**src/rtl/rdctl_consts.svh**
```systemverilog
// Notes on behaviour
// Stop waits for in-flight operation to finish.
// Descriptor-mode stop flushes, drains write-backs, then halts.
// Direct-mode stop flushes; stream may end early.
// Halted flag rises once engine truly halted.
// Engine clears run_stop itself on error.
// Software may write run_stop 0 anytime.
// Writing run_stop 1 starts; halted drops.
// Bit 1 ignores writes, reads 1.
// Soft reset bit resets engine gracefully.
// Either channel's soft reset resets whole engine.
// Soft reset bit reads 1 while resetting.
// Keyhole makes reads fixed-address bursts.
// Software changes keyhole only when idle, burst<=16.
// Keyhole ignored in multichannel or direct mode.
// Cyclic enable ignores descriptor completed flag.
// Software changes cyclic enable only when idle.
// Cyclic enable ignored in multichannel mode.
// Writes take all 32 data bits, ignore strobes.
// Hardware reset: low bits zero, bit 1 one.
`ifndef RDCTL_CONSTS_SVH
`define RDCTL_CONSTS_SVH
`define RDCTL_CTRL_OFFSET 8'h00
`define RDCTL_BIT_RUN 0
`define RDCTL_BIT_ONE 1
`define RDCTL_BIT_SRST 2
`define RDCTL_BIT_KEYHOLE 3
`define RDCTL_BIT_CYCLIC 4
`define RDCTL_CTRL_RESET 32'h0000_0002
`define RDCTL_SRST_HOLD 4'h4
`endif

```
**src/rtl/rdctl_pkg.sv**
```systemverilog
package rdctl_pkg;
  typedef enum logic [1:0] {
    RDCTL_HALTED,
    RDCTL_RUNNING,
    RDCTL_STOPPING
  } rdctl_state_t;
endpackage

```
**src/rtl/rdctl_srst_seq.sv**
```systemverilog
`timescale 1ns/10ps
`default_nettype none
`include "rdctl_consts.svh"
// Soft reset sequencer: waits for the engine to drain, then pulses a reset.
module rdctl_srst_seq (
  input wire logic core_clk_i, // Engine clock.
  input wire logic nrst_i, // Asynchronous reset, active low.
  input wire logic req_i, // Soft reset request pulse.
  input wire logic drained_i, // Engine has no work in flight.
  output logic busy_o, // Reset in progress.
  output logic flush_o, // Ask engine to flush pending work.
  output logic clear_o // One-cycle reset of all registers.
);
  logic busy_q;
  logic busy_d;
  logic [3:0] cnt_q;
  logic [3:0] cnt_d;
  logic clr_q;
  wire logic hold_done;

  // The clear fires after a short hold once the engine reports drained.
  assign hold_done = busy_q && drained_i && (cnt_q == `RDCTL_SRST_HOLD);
  assign busy_d = (busy_q && !hold_done) || req_i;
  assign cnt_d = (!busy_q || !drained_i) ? 4'h0 :
                 (cnt_q == `RDCTL_SRST_HOLD) ? cnt_q : cnt_q + 4'h1;

  // Busy stays high through the clear cycle so software never sees a gap.
  always_ff @(posedge core_clk_i or negedge nrst_i) begin
    if (!nrst_i) begin
      busy_q <= 1'b0;
      cnt_q <= 4'h0;
      clr_q <= 1'b0;
    end else begin
      busy_q <= busy_d;
      cnt_q <= cnt_d;
      clr_q <= hold_done;
    end
  end

  assign busy_o = busy_q || clr_q;
  assign flush_o = busy_q;
  assign clear_o = clr_q;

  AST_SRST_CLEAR_AFTER_HOLD: assert property (@(posedge core_clk_i) disable iff (!nrst_i)
    hold_done |=> clear_o && busy_o)
    else $error("soft reset clear did not follow hold");
  AST_SRST_BUSY_UNTIL_CLEAR: assert property (@(posedge core_clk_i) disable iff (!nrst_i)
    $rose(busy_q) |-> busy_o throughout (##[0:1000] clear_o))
    else $error("soft reset busy dropped before clear");
endmodule
`default_nettype wire

```
**src/rtl/rdctl_run_ctrl.sv**
```systemverilog
`timescale 1ns/10ps
`default_nettype none
`include "rdctl_consts.svh"
// Run/stop, soft reset, keyhole and cyclic bits of the read channel control register.
module rdctl_run_ctrl #(
  parameter int ADDR_W = 8 // Register port address width.
) (
  input wire logic core_clk_i, // Engine clock, 10 MHz.
  input wire logic nrst_i, // Asynchronous reset, active low.
  input wire logic reg_wr_i, // Register write strobe.
  input wire logic reg_rd_i, // Register read strobe.
  input wire logic [ADDR_W-1:0] reg_addr_i, // Register byte offset.
  input wire logic [31:0] reg_wdata_i, // Write data.
  input wire logic [3:0] reg_wstrb_i, // Byte strobes, ignored.
  output logic [31:0] reg_rdata_o, // Read data, registered.
  input wire logic peer_srst_i, // Soft reset asked by write channel.
  input wire logic sg_mode_i, // Descriptor mode when high, else direct.
  input wire logic multichan_i, // Engine built with multiple channels.
  input wire logic op_busy_i, // A data operation is in flight.
  input wire logic wb_pending_i, // Descriptor write-backs still queued.
  input wire logic error_i, // Engine error pulse.
  output logic run_o, // Channel allowed to start new work.
  output logic flush_o, // Flush pending commands, cut stream short.
  output logic halted_o, // Halted flag for the status register.
  output logic srst_busy_o, // Soft reset in progress, whole engine.
  output logic engine_clear_o, // One-cycle soft reset of all registers.
  output logic fixed_burst_o, // Use fixed-address read bursts.
  output logic ignore_done_o // Fetch ignores descriptor completed flag.
);
  rdctl_pkg::rdctl_state_t state_q;
  rdctl_pkg::rdctl_state_t state_d;
  logic run_q;
  logic keyhole_q;
  logic cyclic_q;
  logic [31:0] rdata_q;
  wire logic sel_ctrl;
  wire logic wr_ctrl;
  wire logic srst_req;
  wire logic srst_busy;
  wire logic srst_flush;
  wire logic srst_clear;
  wire logic drained;
  wire logic run_d;
  wire logic [31:0] ctrl_view;
  wire logic unused_strb;

  // Strobes are deliberately ignored; every write carries a full word.
  assign unused_strb = ^reg_wstrb_i;
  assign sel_ctrl = (reg_addr_i == ADDR_W'(`RDCTL_CTRL_OFFSET));
  assign wr_ctrl = reg_wr_i && sel_ctrl;
  assign srst_req = (wr_ctrl && reg_wdata_i[`RDCTL_BIT_SRST]) || peer_srst_i;

  // Drained means no operation and, in descriptor mode, no write-back left.
  assign drained = !op_busy_i && !(sg_mode_i && wb_pending_i);

  rdctl_srst_seq i_rdctl_srst_seq (
    .core_clk_i(core_clk_i),
    .nrst_i(nrst_i),
    .req_i(srst_req),
    .drained_i(drained),
    .busy_o(srst_busy),
    .flush_o(srst_flush),
    .clear_o(srst_clear)
  );

  // Error wins over a run write in the same cycle, so a fault always stops.
  assign run_d = error_i ? 1'b0 :
                 wr_ctrl ? reg_wdata_i[`RDCTL_BIT_RUN] : run_q;

  // Control bits; the soft reset clear returns them to their reset values.
  always_ff @(posedge core_clk_i or negedge nrst_i) begin
    if (!nrst_i) begin
      run_q <= 1'b0;
      keyhole_q <= 1'b0;
      cyclic_q <= 1'b0;
    end else if (srst_clear || srst_busy) begin
      run_q <= 1'b0;
      keyhole_q <= 1'b0;
      cyclic_q <= 1'b0;
    end else begin
      run_q <= run_d;
      if (wr_ctrl) begin
        keyhole_q <= reg_wdata_i[`RDCTL_BIT_KEYHOLE];
        cyclic_q <= reg_wdata_i[`RDCTL_BIT_CYCLIC];
      end
    end
  end

  // Run state: halting waits for in-flight work to drain.
  always_comb begin
    state_d = state_q;
    case (state_q)
      rdctl_pkg::RDCTL_HALTED: begin
        if (run_q) begin
          state_d = rdctl_pkg::RDCTL_RUNNING;
        end
      end
      rdctl_pkg::RDCTL_RUNNING: begin
        if (!run_q) begin
          state_d = drained ? rdctl_pkg::RDCTL_HALTED : rdctl_pkg::RDCTL_STOPPING;
        end
      end
      rdctl_pkg::RDCTL_STOPPING: begin
        if (drained) begin
          state_d = rdctl_pkg::RDCTL_HALTED;
        end
      end
      default: begin
        state_d = rdctl_pkg::RDCTL_HALTED;
      end
    endcase
  end

  always_ff @(posedge core_clk_i or negedge nrst_i) begin
    if (!nrst_i) begin
      state_q <= rdctl_pkg::RDCTL_HALTED;
    end else if (srst_clear) begin
      state_q <= rdctl_pkg::RDCTL_HALTED;
    end else begin
      state_q <= state_d;
    end
  end

  // Register view: bit 1 is a constant one, bits above 4 read zero here.
  assign ctrl_view = {27'h0, cyclic_q, keyhole_q, srst_busy, 1'b1, run_q};

  always_ff @(posedge core_clk_i or negedge nrst_i) begin
    if (!nrst_i) begin
      rdata_q <= 32'h0;
    end else if (reg_rd_i) begin
      rdata_q <= sel_ctrl ? ctrl_view : 32'h0;
    end
  end

  // Outputs; stopping flushes queued commands in either mode.
  assign reg_rdata_o = rdata_q;
  assign run_o = (state_q == rdctl_pkg::RDCTL_RUNNING) && run_q;
  assign flush_o = (state_q == rdctl_pkg::RDCTL_STOPPING) || srst_flush;
  assign halted_o = (state_q == rdctl_pkg::RDCTL_HALTED);
  assign srst_busy_o = srst_busy;
  assign engine_clear_o = srst_clear;
  // Keyhole only applies to single-channel descriptor operation.
  assign fixed_burst_o = keyhole_q && sg_mode_i && !multichan_i; // see
  assign ignore_done_o = cyclic_q && !multichan_i; // see

  AST_STOP_WAITS_DRAIN: assert property (@(posedge core_clk_i) disable iff (!nrst_i)
    (state_q == rdctl_pkg::RDCTL_STOPPING && !drained && !srst_clear) |=> !halted_o)
    else $error("halted before in-flight work finished");
  AST_HALT_AFTER_DRAIN: assert property (@(posedge core_clk_i) disable iff (!nrst_i)
    (state_q == rdctl_pkg::RDCTL_STOPPING && drained) |=> halted_o)
    else $error("halted flag late after drain");
  AST_WB_BLOCKS_HALT: assert property (@(posedge core_clk_i) disable iff (!nrst_i)
    (state_q == rdctl_pkg::RDCTL_STOPPING && sg_mode_i && wb_pending_i && !srst_clear)
      |=> !halted_o)
    else $error("halted with write-backs pending");
  AST_STOP_FLUSHES: assert property (@(posedge core_clk_i) disable iff (!nrst_i)
    (state_q == rdctl_pkg::RDCTL_STOPPING) |-> flush_o)
    else $error("no flush while stopping");
  AST_ERROR_CLEARS_RUN: assert property (@(posedge core_clk_i) disable iff (!nrst_i)
    error_i |=> !run_q)
    else $error("run not cleared on error");
  AST_RUN_STARTS: assert property (@(posedge core_clk_i) disable iff (!nrst_i)
    (wr_ctrl && reg_wdata_i[`RDCTL_BIT_RUN] && !error_i && !srst_busy && halted_o)
      |=> ##1 !halted_o)
    else $error("halted did not drop after run");
  AST_BIT1_ONE: assert property (@(posedge core_clk_i) disable iff (!nrst_i)
    $past(reg_rd_i) && $past(sel_ctrl) |-> reg_rdata_o[1])
    else $error("constant bit read as zero");
  AST_FULL_WORD_WRITE: assert property (@(posedge core_clk_i) disable iff (!nrst_i)
    (wr_ctrl && !srst_busy && !srst_req && reg_wstrb_i == 4'h0) |=>
      keyhole_q == $past(reg_wdata_i[`RDCTL_BIT_KEYHOLE]))
    else $error("write depended on strobes");
  AST_SRST_CLEARS_ALL: assert property (@(posedge core_clk_i) disable iff (!nrst_i)
    srst_clear |=> !run_q && !keyhole_q && !cyclic_q && halted_o)
    else $error("soft reset left state behind");
  AST_SRST_SHOWN: assert property (@(posedge core_clk_i) disable iff (!nrst_i)
    srst_req |=> srst_busy_o)
    else $error("soft reset not shown busy");
  AST_KEYHOLE_GATED: assert property (@(posedge core_clk_i) disable iff (!nrst_i)
    (multichan_i || !sg_mode_i) |-> !fixed_burst_o)
    else $error("keyhole active where it must not be");
  AST_CYCLIC_GATED: assert property (@(posedge core_clk_i) disable iff (!nrst_i)
    multichan_i |-> !ignore_done_o)
    else $error("cyclic active in multichannel");
  AST_CYCLIC_FOLLOWS: assert property (@(posedge core_clk_i) disable iff (!nrst_i)
    (cyclic_q && !multichan_i) |-> ignore_done_o)
    else $error("cyclic bit not applied");

  // New work is never let out while stopping or halted, and halted never shows while running.
  AST_NO_RUN_STOPPING: assert property (@(posedge core_clk_i) disable iff (!nrst_i)
    (state_q == rdctl_pkg::RDCTL_STOPPING) |-> !run_o)
    else $error("new work allowed while stopping");
  AST_HALTED_NO_RUN: assert property (@(posedge core_clk_i) disable iff (!nrst_i)
    halted_o |-> !run_o)
    else $error("run allowed while halted");
  AST_RUN_NOT_HALTED: assert property (@(posedge core_clk_i) disable iff (!nrst_i)
    run_o |-> !halted_o)
    else $error("halted shown while running");
  AST_RUN_WRITE: assert property (@(posedge core_clk_i) disable iff (!nrst_i)
    (wr_ctrl && reg_wdata_i[`RDCTL_BIT_RUN] && !error_i && !srst_busy) |=> run_q)
    else $error("run write not taken");
  AST_ERROR_DROPS_RUN: assert property (@(posedge core_clk_i) disable iff (!nrst_i)
    error_i |=> !run_o)
    else $error("run output stayed up after error");

  // Soft reset: bits held low and work flushed, and the clear waits for the drain.
  AST_SRST_BITS_LOW: assert property (@(posedge core_clk_i) disable iff (!nrst_i)
    srst_busy |=> !run_q && !keyhole_q && !cyclic_q)
    else $error("control bits kept during soft reset");
  AST_SRST_FLUSHES: assert property (@(posedge core_clk_i) disable iff (!nrst_i)
    (srst_busy && !srst_clear) |-> flush_o)
    else $error("no flush during soft reset");
  AST_SRST_WAITS_DRAIN: assert property (@(posedge core_clk_i) disable iff (!nrst_i)
    (srst_busy && !drained) |=> !srst_clear)
    else $error("soft reset cleared before drain");
  // A request landing in the clear cycle starts a new reset, so it is left out here.
  AST_SRST_RESTORES: assert property (@(posedge core_clk_i) disable iff (!nrst_i)
    (srst_clear && !srst_flush && !srst_req) |=> ctrl_view == `RDCTL_CTRL_RESET)
    else $error("register view not back at reset value");
  AST_SRST_READ_BUSY: assert property (@(posedge core_clk_i) disable iff (!nrst_i)
    (reg_rd_i && sel_ctrl) |=> reg_rdata_o[`RDCTL_BIT_SRST] == $past(srst_busy))
    else $error("soft reset bit read wrong");

  // Keyhole and cyclic bits follow the written word and reach their outputs.
  AST_KEYHOLE_APPLIES: assert property (@(posedge core_clk_i) disable iff (!nrst_i)
    (keyhole_q && sg_mode_i && !multichan_i) |-> fixed_burst_o)
    else $error("keyhole bit not applied");
  AST_KEYHOLE_WRITE: assert property (@(posedge core_clk_i) disable iff (!nrst_i)
    (wr_ctrl && !srst_busy) |=> keyhole_q == $past(reg_wdata_i[`RDCTL_BIT_KEYHOLE]))
    else $error("keyhole write not taken");
  AST_CYCLIC_WRITE: assert property (@(posedge core_clk_i) disable iff (!nrst_i)
    (wr_ctrl && !srst_busy) |=> cyclic_q == $past(reg_wdata_i[`RDCTL_BIT_CYCLIC]))
    else $error("cyclic write not taken");

  COV_RUN_STOP: cover property (@(posedge core_clk_i) disable iff (!nrst_i)
    state_q == rdctl_pkg::RDCTL_RUNNING ##[1:20] state_q == rdctl_pkg::RDCTL_STOPPING);
  COV_SOFT_RESET: cover property (@(posedge core_clk_i) disable iff (!nrst_i) srst_clear);
  COV_ERROR_STOP: cover property (@(posedge core_clk_i) disable iff (!nrst_i)
    error_i && run_q);
  // A descriptor-mode stop that has to wait for write-backs.
  COV_WB_STOP: cover property (@(posedge core_clk_i) disable iff (!nrst_i)
    state_q == rdctl_pkg::RDCTL_STOPPING && sg_mode_i && wb_pending_i);
  // A soft reset started by the other channel.
  COV_PEER_SRST: cover property (@(posedge core_clk_i) disable iff (!nrst_i)
    peer_srst_i ##1 srst_busy_o);
endmodule
`default_nettype wire

```
**config.mk**
```make
export PLATFORM = sky130hd
export DESIGN_NAME = rdctl_run_ctrl
export DESIGN_NICKNAME = d
export VERILOG_FILES = /design/src/rtl/rdctl_pkg.sv /design/src/rtl/rdctl_srst_seq.sv /design/src/rtl/rdctl_run_ctrl.sv
export VERILOG_INCLUDE_DIRS = /design/src /design/src/rtl
export SDC_FILE = /design/constraint.sdc
export NUM_CORES = 1
export LEC_CHECK = 0
export BUFFER_PORTS_ARGS = -buffer_cell sky130_fd_sc_hd__buf_4
export CAP_MARGIN = 20
export CORE_ASPECT_RATIO = 0.8
export CORE_MARGIN = 2
export CORE_UTILIZATION = 34
export CTS_BUF_LIST = sky130_fd_sc_hd__clkbuf_16
export DETAILED_ROUTE_END_ITERATION = 10
export GPL_ROUTABILITY_DRIVEN = 1
export PLACE_DENSITY = 0.74
export SLEW_MARGIN = 30
export SYNTH_ARGS = -nofsm -noshare
export SYNTH_HDL_FRONTEND = slang
export SYNTH_HIERARCHICAL = 1
export SYNTH_SLANG_ARGS = --single-unit
```
**constraint.sdc**
```tcl
create_clock -name core_clk_i -period 1.34 [get_ports core_clk_i]
set_clock_uncertainty 0.2 [all_clocks]
set_input_delay 0.134 -clock core_clk_i [delete_from_list [all_inputs] [get_ports core_clk_i]]
set_output_delay 0.134 -clock core_clk_i [all_outputs]
set_load 0.03 [all_outputs]
```
After elaboration in Yosys (flattened, before gate mapping)

Index checks and enable logic that the tools add are counted.

Multiply operators: 0
Equal/unequal tests: 7
Divide/modulo/power cells: 0
Shift-type cells: 0
Magnitude comparators: 0
Mux-type cells: 16
Bitwise gates (word level): 0
Reduce and logical (&&, ||, !) cells: 28
$add $sub $neg: 1

Operators with widths:

| operator              | count |
|---|---|
| $logic_and A1 B1 Y1   | 11 |
| $mux W2               | 5 |
| $logic_not A8 Y1      | 1 |
| $mux W4               | 2 |
| $mux W1               | 7 |
| $logic_not A1 Y1      | 6 |
| $logic_or A1 B1 Y1    | 6 |
| $ne A3 B2 Y1 const B  | 2 |
| $pmux W2 S3           | 1 |
| $mux W5               | 1 |
| $add A4 B1 Y4 const B | 1 |
| $eq A4 B3 Y1 const B  | 1 |
| $ne A3 B1 Y1 const B  | 1 |
| $reduce_and A3 Y1     | 1 |
| $reduce_bool A3 Y1    | 1 |
| $eq A2 B1 Y1 const B  | 1 |
| $eq A2 B2 Y1 const B  | 1 |
| $logic_not A2 Y1      | 1 |
| $ne A2 B2 Y1 const B  | 1 |
| $reduce_bool A2 Y1    | 1 |

Logic and storage cells: 60
Memories: 0
Bits in latches: 0
Bits in writable memories: 0
Memory bits (read-only): 0
Bits in registers: 43

Logic depth before layout (Yosys ltp)

Gate-level depths: netlist (run 1).

Word-level depth: 8
Gate-level depth with buffers: 5
Gate-level depth less buffers: 5

By module

Netlist (run 1), hierarchy kept.

By module, submodules not included:

| module         | area an instance (sq um) | seq. area each (sq um) | instances | cells each |
|---|---|---|---|---|
| rdctl_run_ctrl | 737.0                    | 250.2                  | 1         | 81 |
| rdctl_srst_seq | 337.8                    | 150.1                  | 1         | 32 |

Worst setup path before layout (run 1)

Ideal clock, no wire load.

Kind: reg-to-reg
From: register i_rdctl_srst_seq.clr_q, in the netlist i_rdctl_srst_seq/clear_o
To: register run_q
Library setup time: 0.112 ns
Data required time: 1.028 ns
Data arrival time: 1.315 ns
Slack: -0.287 ns
Cell stages (with the launch flop): 3
Buffers on the path: 0
Clock period less this slack: 1.627 ns
Path through: dfrtp_1 > or2_2 > a2111oi_2

Cells in the longest elaborated chain, start to end: 3
Elaborated cells on any way between the ends: 4

RTL lines:

| what                                                                  | line                 | text |
|---|---|---|
| start, declared                                                       | rdctl_srst_seq.sv:18 | `logic clr_q;` |
| start signal, assigned                                                | rdctl_srst_seq.sv:36 | `clr_q <= hold_done;` |
| $logic_or A1 B1 Y1 (*)                                                | rdctl_srst_seq.sv:40 | `assign busy_o = busy_q \|\| clr_q;` |
| via srst_busy_o                                                       | rdctl_run_ctrl.sv:25 | `output logic srst_busy_o,` |
| $logic_or A1 B1 Y1 (*)                                                | rdctl_run_ctrl.sv:76 | `end else if (srst_clear \|\| srst_busy) begin` |
| $reduce_bool A3 Y1 (no source line) / $mux W1 (equally long branches) | n/a                  |  |
| end signal, assigned                                                  | rdctl_run_ctrl.sv:81 | `run_q <= run_d;` |
| end, declared                                                         | rdctl_run_ctrl.sv:32 | `logic run_q;` |

The timed path passes the listed nets; every way through them passes the cells marked *.
A chain may end at the register's enable or synchronous reset.

Worst setup path in the final report (run 1)

From: register i_rdctl_srst_seq.busy_q, in the netlist i_rdctl_srst_seq/flush_o
To: output srst_busy_o

Cells in the longest elaborated chain, start to end: 1

RTL lines:

| what                   | line                 | text |
|---|---|---|
| start, declared        | rdctl_srst_seq.sv:14 | `logic busy_q;` |
| start signal, assigned | rdctl_srst_seq.sv:34 | `busy_q <= busy_d;` |
| $logic_or A1 B1 Y1     | rdctl_srst_seq.sv:40 |  |
| end, declared          | rdctl_run_ctrl.sv:25 |  |

No other way between the ends.

==> metrics, run 1 <==
Req. time, crit path=1.01 ns; total number of vias=985; RSZ-0062 raised after global routing=true; Mapped Cells=113; WL met1=1040 um; DIE AREA=3630 um2; initial antenna violation count=0; PD cells=834 nW/um2; post-synth top area share=37.3%; Post-synth top cells=buf_4 (27), dfrtp_1 (16), inv_1 (9); Hold Path Origin=reg_addr_i[1]; clock root buffer=clkbuf_16; Pleak=0.774 nW; later-pin clock latency in the skew report=0.24 ns; pre-CTS WS=-0.244 ns; drt total wl=2650 um; Worst Reg-to-Reg Cells=4; GP Congestion=0.810; initial core utilization=35.1%; dpl hpwl=1910 um; worst setup margin=-0.0478 ns; first-pass GRT wire length=3940 um; P&R area growth vs syn=52.4%; Final nets=231; max cap viols=0; Via density=4.60; Highest Signal Layer=met3; post-place instance area=1350 um2; Hold Violations, Final=1; Final Max Tran Viols=0; IO Pins=93; fin area=1640 um2; Clock Sink Count=16; Post-DRT Antenna Nets=0; Crit. Startpoint=i_rdctl_srst_seq/flush_o; synth warn=6; clock share of power=42.1%; hold path depth=4; endpoints failing setup=3; setup tns final=-0.105 ns; ant diodes=0; GRT Residual Overflow=0; mean area per synthesized cell=9.51 um2; CTS tree=yes; highest clock rate=721 MHz; Logic pwr share=21.6%; Die Width=66.9 um; synthesized area=1070 um2; Hold Crit Class=in -> reg; post-synth cell types=35; final period utilization=104%; Hold WS=-0.00342 ns; failing checks=hold timing, setup timing; area leader, netlist=dfrtp_1; WL met3=211 um; CP arrival=1.05 ns; Clock Path Buffers=2; P_sw=0.000362 W; Sw Ratio=26.5%; largest net degree at the start of global routing=17; first-pass iteration count of the detailed router=4; Peak VDD IR=0.000552 V; Chip Height=54.3 um; Post-synth top flop=dfrtp_1; outcome=complete, but fails checks; met2 WL=1400 um; Reg-to-Reg Start=i_rdctl_srst_seq/cnt_q[0]; Tot Pwr=0.00137 W; CP Max Fanout=3; Synth area leaders=dfrtp_1 (37%), buf_4 (19%), inv_1 (3.1%); fin crit period=1.39 ns; share of layout cells above drive strength 1=45.4%; Total GRT Usage=14.4%; Residual DRC=0; Crit. End Element=output pin; # port buffers=33; CTS clk-pin slew, worst paths=0.05 ns; Cell Rows=18; Detailed Route Iter0 Violations=15; worst setup path class=reg -> out; internal power=0.00100 W; register area share after synthesis=37.3%; number of buffers created by CTS=3; H-tree depth=1; count of state elements after synthesis=16; WL/cell=12.4 um; top-count cell post-synth=buf_4; Flop pwr share=36.3%; asr flop ratio synth=100%; EDFF count, synth=0; vias in the first global route=898; nature of the critical path startpoint=flip-flop; Core Area=3060 um2
-- path summary, 6_finish.rpt --
| path | end | slack (ns) |
|---|---|---|
| max | srst_busy_o | -0.05 |
| min | run_q | -0.003 |
| max reg2reg | i_rdctl_srst_seq/cnt_q[1] | 0.03 |
| min reg2reg | state_q[0] | 0.30 |
| max in group asynchronous | run_q | 0.66 |
| min in group asynchronous | state_q[1] | 0.09 |
-- what timing repair did --
item | CTS | global route
setup endpoints to repair | 5 | 12
hold buffers | 9 | 0
pin swaps | 2 | 6
gates resized for setup | 6 | 12
buffers inserted | 3 | 4
hold endpoints to repair | 23 | 0
-- flip-flops by register name, indices dropped and copies added (netlist names) --
register	flops
reg_rdata_o	5
i_rdctl_srst_seq/cnt_q	4
state_q	2
cyclic_q	1
i_rdctl_srst_seq/clear_o	1
i_rdctl_srst_seq/flush_o	1
keyhole_q	1
run_q	1
-- cells in the final DEF (no fill, tap or decap), drive strengths merged --
cell type and n:
nor3b 3, nand2 6, a31o 1, clkinv 1
o22ai 4, a21o 1, clkbuf 3, nand2b 1
nor4 2, and3 1, a31oi 2, nor3 1
dfrtp 16, dlygate4sd3 9, ha 2, mux2i 3
a21oi 2, o211ai 1, or4 2, nand4 3
nor2 4, o31ai 3, inv 9, mux2 1
or2 1, nand3b 1, buf 53, conb 27
and3b 1, a211oi 2, nand3 5, nor2b 1
nand4bb 1, a2111oi 1
-- cells by family (layout without fill, tap and decap cells) --
group | Yosys count | after routing | share of synthesized area [%]
other | 1 | 27 | 0.349
AND/OR/NAND/NOR | 33 | 33 | 19.9
AO/OA/AOI/OAI | 17 | 17 | 12.0
buffers and inverters | 40 | 75 | 24.3
adder cells (fa/ha/maj) | 2 | 2 | 2.33
flip-flops | 16 | 16 | 37.3
multiplexers | 4 | 4 | 3.84
-- layout make-up --
| type | instances | area (um2) |
|---|---|---|
| Multi-Input combinational cell | 83 | 561 |
| Clock buffer | 3 | 75.1 |
| Clock inverter | 1 | 3.75 |
| Inverter | 9 | 33.8 |
| Tap cell | 40 | 50.0 |
| Timing Repair Buffer | 62 | 510 |
| Fill cell | 289 | 1430 |
| Sequential cell | 16 | 404 |
-- routing by layer --
| layer | global-route usage, % | vias up |
|---|---|---|
| met5 | 0 | - |
| met4 | 4.08 | 0 |
| met3 | 1.85 | 0 |
| met2 | 27.7 | 54 |
| met1 | 17.2 | 469 |
| li1 | - | 462 |
-- through the flow --
stage | util (%) | instances
floorplan | - | 139
global placement | 44.2 | 194
detailed placement | 44.2 | 194
CTS | 50.9 | 210
global route | 53.5 | 214
finish | 53.5 | 214
-- power groups by stage --
stage / clock network [W] / registers [W] / logic, W
floorplan: 0 / 0.000505 / 0.000208
global route: 0.000610 / 0.000496 / 0.000318
CTS: 0.000580 / 0.000495 / 0.000274
global placement: 0 / 0.000501 / 0.000244
detailed placement: 0 / 0.000502 / 0.000252
finish: 0.000575 / 0.000496 / 0.000295
-- critical path, cell delays in order (launching register included) --
cell	delay (ns)
dfrtp_1	0.39
or2_4	0.28
buf_6	0.14
Power figures use the tool's default switching activity.
==> inputs of run 2 (changes only) <==
- CORE_UTILIZATION: 34 -> 35
- PLACE_DENSITY: 0.74 -> 0.78
- clock period: 1.34 -> 1.8 ns (I/O delays scaled with it)
==> run 2 against run 1 <==
Effect of this change:
- critical endpoint unchanged
- final cell count decreased by 12%
- highest routed layer is now met4
- register-to-register slack improved by 0.35 ns
- count of clock-buffer cells in the layout is the same
- sequential share of layout area is 4.5 points higher
- largest cell class unchanged
- the run now ends clean
- largest power group unchanged
==> metrics, run 2 (synthesis gave the netlist of run 1 again) <==
outcome=finished clean; most common cell after layout, fill and taps aside=buf_4; Final Max Tran Viols=0 (unchanged); P_sw=0.000253 W (-30%); later-pin clock latency in the skew report=0.24 ns (about the same); # port buffers=33 (unchanged); dpl hpwl=1710 um (-11%); Detailed Route Iter0 Violations=5 (-10); fin crit period=1.53 ns; P&R area growth vs syn=27.6%; CTS clk-pin slew, worst paths=0.05 ns (about the same); vias in the first global route=776 (-14%); worst setup path class=reg -> out; total number of vias=863 (-12%); IO Pins=93 (unchanged); initial antenna violation count=0 (unchanged); pre-CTS WS=0.126 ns (+0.371 ns); CTS tree=yes; Hold Violations, Final=0 (-1); post-CTS sizing=0 (-6); Die Width=66.0 um (-1.4%); drt total wl=2170 um (-18%); Core Area=2850 um2 (-6.9%); Cell Rows=17 (-1); Flop pwr share=38.4% (+2.1 points); ant diodes=0 (unchanged); CP arrival=1.15 ns (+0.10 ns); share of layout cells above drive strength 1=32.5% (-13 points); GRT Residual Overflow=0 (unchanged); final period utilization=85.2%; highest clock rate=652 MHz; Clock Path Buffers=2 (unchanged); RSZ-0062 raised after global routing=false; Via density=4.57 (-0.80%); max cap viols=0 (unchanged); Hold WS=0.0179 ns (+0.0213 ns); setup tns final=0 ns (+0.105 ns); GP Congestion=0.821 (+1.4%); initial core utilization=37.7% (+2.6 points); Residual DRC=0 (unchanged); WL/cell=11.5 um (-7.3%); Peak VDD IR=0.000291 V (-47%); clock share of power=43.9% (+1.8 points); DIE AREA=3530 um2 (-2.7%); endpoints failing setup=0 (-3); Post-DRT Antenna Nets=0 (unchanged); nature of the critical path startpoint=flip-flop; worst setup margin=0.267 ns (+0.314 ns); Req. time, crit path=1.42 ns (+0.41 ns); CP Max Fanout=5 (+2); filler instances=281 (-2.8%); max FFs per register=5 (unchanged); Tot Pwr=0.000965 W (-29%); Sw Ratio=26.2% (-0.29 points); Setup Fix Bufs, Post-CTS=0 (-3); H-tree depth=1 (unchanged); internal power=0.000712 W (-29%); Chip Height=53.6 um (-1.3%); number of buffers created by CTS=3 (unchanged); Clock Sink Count=16 (unchanged); most frequent cells in the layout=buf_4 (36), conb_1 (27), dfrtp_1 (16), inv_1 (9), nand2_1 (6); Total GRT Usage=13.5% (-0.92 points); Hold Crit Class=in -> reg; Pleak=0.655 nW (-15%); clock root buffer=clkbuf_16; Final nets=208 (-10%); Post-CTS Hold Fix Bufs=3 (-6); largest net degree at the start of global routing=17 (unchanged); first-pass GRT wire length=3560 um (-9.6%); first-pass iteration count of the detailed router=4 (unchanged); Logic pwr share=17.8% (-3.8 points); Crit. End Element=output pin; PD cells=704 nW/um2 (-16%)
-- run 2: cell count changes in the layout (fill, tap and decap cells not counted), sizes merged --
cell / previous run / this run
dlygate4sd3: 9 / 3
buf: 53 / 36
-- run 2: per-stage QoR --
stage,utilization (%),cells,instance area (um2)
2_1_floorplan,-,139,1170
3_3_place_gp,44.3,182,1260
6_report,48.1,189,1370
4_1_cts,48.1,189,1370
3_5_place_dp,44.3,182,1260
5_1_grt,48.1,189,1370
-- run 2: power groups by stage --
stage               clock network, W  logic [W]  registers, W
global placement                   0   0.000161      0.000375
finish                      0.000423   0.000172      0.000370
detailed placement                 0   0.000165      0.000376
CTS                         0.000430   0.000171      0.000370
global route                0.000450   0.000186      0.000371
floorplan                          0   0.000154      0.000376
-- run 2: layout make-up --
type,instances,area [um2],area share (%)
Tap cell,38,47.5,3.47
Clock inverter,1,3.75,0.274
Multi-Input combinational cell,83,510,37.2
Clock buffer,3,75.1,5.47
Inverter,9,33.8,2.46
Sequential cell,16,400,29.2
Timing Repair Buffer,39,300,21.9
-- run 2: worst paths after layout --
check | endpoint | cells after the start | startpoint | slack [ns]
max in group asynchronous | i_rdctl_srst_seq/cnt_q[0] | 2 | nrst_i | 1.10
min in group asynchronous | reg_rdata_o[3] | 2 | nrst_i | 0.13
worst min register to register | reg_rdata_o[2] | 2 | reg_rdata_o[2] | 0.33
worst max register to register | run_q | 2 | i_rdctl_srst_seq/clear_o | 0.38
worst min-delay path | cyclic_q | 3 | reg_wdata_i[4] | 0.02
worst max-delay path | srst_busy_o | 2 | i_rdctl_srst_seq/clear_o | 0.27
-- run 2: per-layer routing --
| layer | vias up | share of wire (%) | track usage (%) |
|---|---|---|---|
| met4 | 0 | 1.5 | 7.14 |
| li1 | 419 | - | - |
| met5 | - | 0 | 0 |
| met1 | 386 | 44 | 16.6 |
| met3 | 2 | 11 | 2.93 |
| met2 | 56 | 43 | 22.7 |
-- run 2: worst max-delay path, stage by stage, from the launching register on --
cell and delay [ns]:
dfrtp_1 0.36, or2_2 0.36, buf_4 0.19
==> inputs of run 3 (changes only) <==
- ABC_AREA: unset -> 1
- CTS_BUF_LIST: sky130_fd_sc_hd__clkbuf_16 -> sky130_fd_sc_hd__clkbuf_4 sky130_fd_sc_hd__clkbuf_8
==> run 3 against run 2 <==
Effect of this change:
- final cell count increased by 17%
- first-iteration DRC count increased to 9.6 times the previous value
- critical path depth is 4 higher
- count of clock-buffer cells in the layout stayed put
- synthesized cell count up 27%
- wire length fell by 9.4%
- largest cell class unchanged
- design area down 1.1%
- critical path type is now reg -> reg
- clock power is 38% lower
- maximum frequency fell by 5.2%
- die area up 0.33%
- flip-flop and latch count unchanged
==> metrics, run 3 <==
outcome=finished clean; fin crit period=1.62 ns (+0.0837 ns); Flop pwr share=43.6% (+5.2 points); worst setup path class=reg -> reg; Peak VDD IR=0.000295 V (+1.5%); Via density=4.08 (-11%); filler instances=286 (+1.8%); nature of the critical path startpoint=flip-flop; Setup Fix Bufs, Post-CTS=0 (unchanged); Req. time, crit path=1.79 ns (+0.37 ns); Final Max Tran Viols=0 (unchanged); Synth area leaders=dfrtp_1 (37%), buf_4 (19%), nand2_1 (10%); Chip Height=53.7 um (+0.16%); post-synth top area share=37.1% (-0.13 points); DIE AREA=3540 um2 (+0.33%); Sw Ratio=33.8% (+7.6 points); area leader, netlist=dfrtp_1; PD cells=678 nW/um2 (-3.7%); largest net degree at the start of global routing=17 (unchanged); max FFs per register=5 (unchanged); Final nets=241 (+16%); count of state elements after synthesis=16 (unchanged); post-synth cell types=23 (-34%); first-pass iteration count of the detailed router=4 (unchanged); Die Width=66.1 um (+0.17%); Detailed Route Iter0 Violations=48 (+43); initial antenna violation count=0 (unchanged); Reg-to-Reg Start=i_rdctl_srst_seq/clear_o; EDFF count, synth=0 (unchanged); Hold Path Origin=peer_srst_i; GRT Residual Overflow=0 (unchanged); synth warn=6 (unchanged); register area=400 um2 (unchanged); initial core utilization=37.8% (+0.13 points); Total GRT Usage=12.2% (-1.3 points); most common cell after layout, fill and taps aside=buf_4; endpoints failing setup=0 (unchanged); Hold WS=0.00727 ns (-0.0107 ns); share of layout cells above drive strength 1=24.6% (-7.9 points); clock share of power=28.6% (-15 points); IO Pins=93 (unchanged); first-pass GRT wire length=3080 um (-13%); most frequent cells in the layout=buf_4 (33), nand2_1 (30), conb_1 (27), inv_1 (18), dfrtp_1 (16); H-tree depth=1 (unchanged); ant diodes=0 (unchanged); vias in the first global route=728 (-6.2%); WL/cell=8.89 um (-23%); asr flop ratio synth=100% (unchanged); Pleak=0.752 nW (+15%); drt total wl=1970 um (-9.4%); Multi-input gate area=490 um2 (-3.9%); P_sw=0.000311 W (+23%); Crit. End Element=flip-flop; max cap viols=0 (unchanged); CP Max Fanout=5 (unchanged); RSZ-0062 raised after global routing=false; Crit. Startpoint=i_rdctl_srst_seq/clear_o; internal power=0.000609 W (-15%); highest clock rate=618 MHz (-5.2%); post-CTS sizing=0 (unchanged); register area share after synthesis=37.1% (-0.13 points); Mapped Cells=144 (+27%); number of buffers created by CTS=3 (unchanged); Clock Path Buffers=2 (unchanged); Residual DRC=0 (unchanged); total number of vias=902 (+4.5%); CP arrival=1.60 ns (+0.45 ns); setup tns final=0 ns (unchanged); Post-synth top cells=nand2_1 (30), buf_4 (27), inv_1 (18); # port buffers=33 (unchanged); top-count cell post-synth=nand2_1; cell count after placement=213 (+17%); GP Congestion=0.780 (-5.1%); clock root buffer=clkbuf_8; P&R area growth vs syn=25.8%; CTS clk-pin slew, worst paths=0.06 ns (about the same); mean area per synthesized cell=7.49 um2 (-21%); dpl hpwl=1600 um (-6.7%); Logic pwr share=27.9% (+10 points); CTS tree=yes; final core occ=47.6% (-0.53 points); Core Area=2850 um2 (unchanged); Cell Rows=17 (unchanged); Hold Crit Class=in -> reg; Post-DRT Antenna Nets=0 (unchanged); Post-CTS Hold Fix Bufs=5 (+2); Hold Violations, Final=0 (unchanged); Layout Cells excl Fill=221 (+17%); final period utilization=89.8% (+4.6 points); Post-synth top flop=dfrtp_1; synthesized area=1080 um2 (+0.35%); later-pin clock latency in the skew report=0.25 ns (about the same); Clock Sink Count=16 (unchanged)
[run 3: cell families (layout without fill, tap and decap cells)]
| family | after synthesis | count (layout) | synth area share, % |
|---|---|---|---|
| AO/OA/AOI/OAI | 9 | 9 | 4.87 |
| adder cells (fa/ha/maj) | 2 | 2 | 2.32 |
| buffers and inverters | 49 | 62 | 26.4 |
| flip-flops | 16 | 16 | 37.1 |
| other | 1 | 27 | 0.348 |
| AND/OR/NAND/NOR | 67 | 67 | 28.9 |
[run 3: worst paths after layout]
kind	cells past startpoint	endpoint	slack (ns)
worst max-delay path	6	run_q	0.18
worst min-delay path	4	i_rdctl_srst_seq/flush_o	0.007
worst max register to register	6	run_q	0.18
worst min register to register	1	state_q[0]	0.32
max in group asynchronous	2	i_rdctl_srst_seq/cnt_q[1]	1.09
min in group asynchronous	2	reg_rdata_o[4]	0.13
[run 3: power by group through the flow]
stage	registers (W)	logic [W]	clock network (W)
6_report	0.000401	0.000256	0.000263
2_1_floorplan	0.000403	0.000218	0
4_1_cts	0.000400	0.000256	0.000273
3_5_place_dp	0.000406	0.000248	0
3_3_place_gp	0.000406	0.000244	0
5_1_grt	0.000404	0.000281	0.000289
[run 3: layer usage]
| metal | track usage [%] | vias to the layer above | routed length [um] |
|---|---|---|---|
| met3 | 5.02 | 5 | 146 |
| li1 | - | 462 | - |
| met2 | 18.5 | 30 | 899 |
| met1 | 14.7 | 405 | 877 |
| met4 | 7.14 | 0 | 42 |
| met5 | 0 | - | 0 |
[run 3: through the flow]
step	total power, W	instance area (um2)	setup slack [ns]
6_report	0.000919	1360	0.183
5_1_grt	0.000975	1360	0.0545
4_1_cts	0.000930	1360	0.196
3_5_place_dp	0.000654	1260	0.212
3_3_place_gp	0.000650	1260	0.224
2_1_floorplan	0.000621	1180	0.0530
[run 3: final cells by class]
type | instances | share of cell area [%]
Clock buffer | 3 | 3.04
Inverter | 21 | 5.81
Multi-Input combinational cell | 105 | 36.2
Sequential cell | 16 | 29.5
Tap cell | 38 | 3.51
Timing Repair Buffer | 38 | 22.0
[run 3: worst max-delay path, stage by stage (launching register included)]
cell and delay [ns]:
dfrtp_1 0.42, or2_1 0.28, nor2_1 0.26, inv_1 0.13, nor2_1 0.11, nand2_1 0.07, nor2_2 0.09
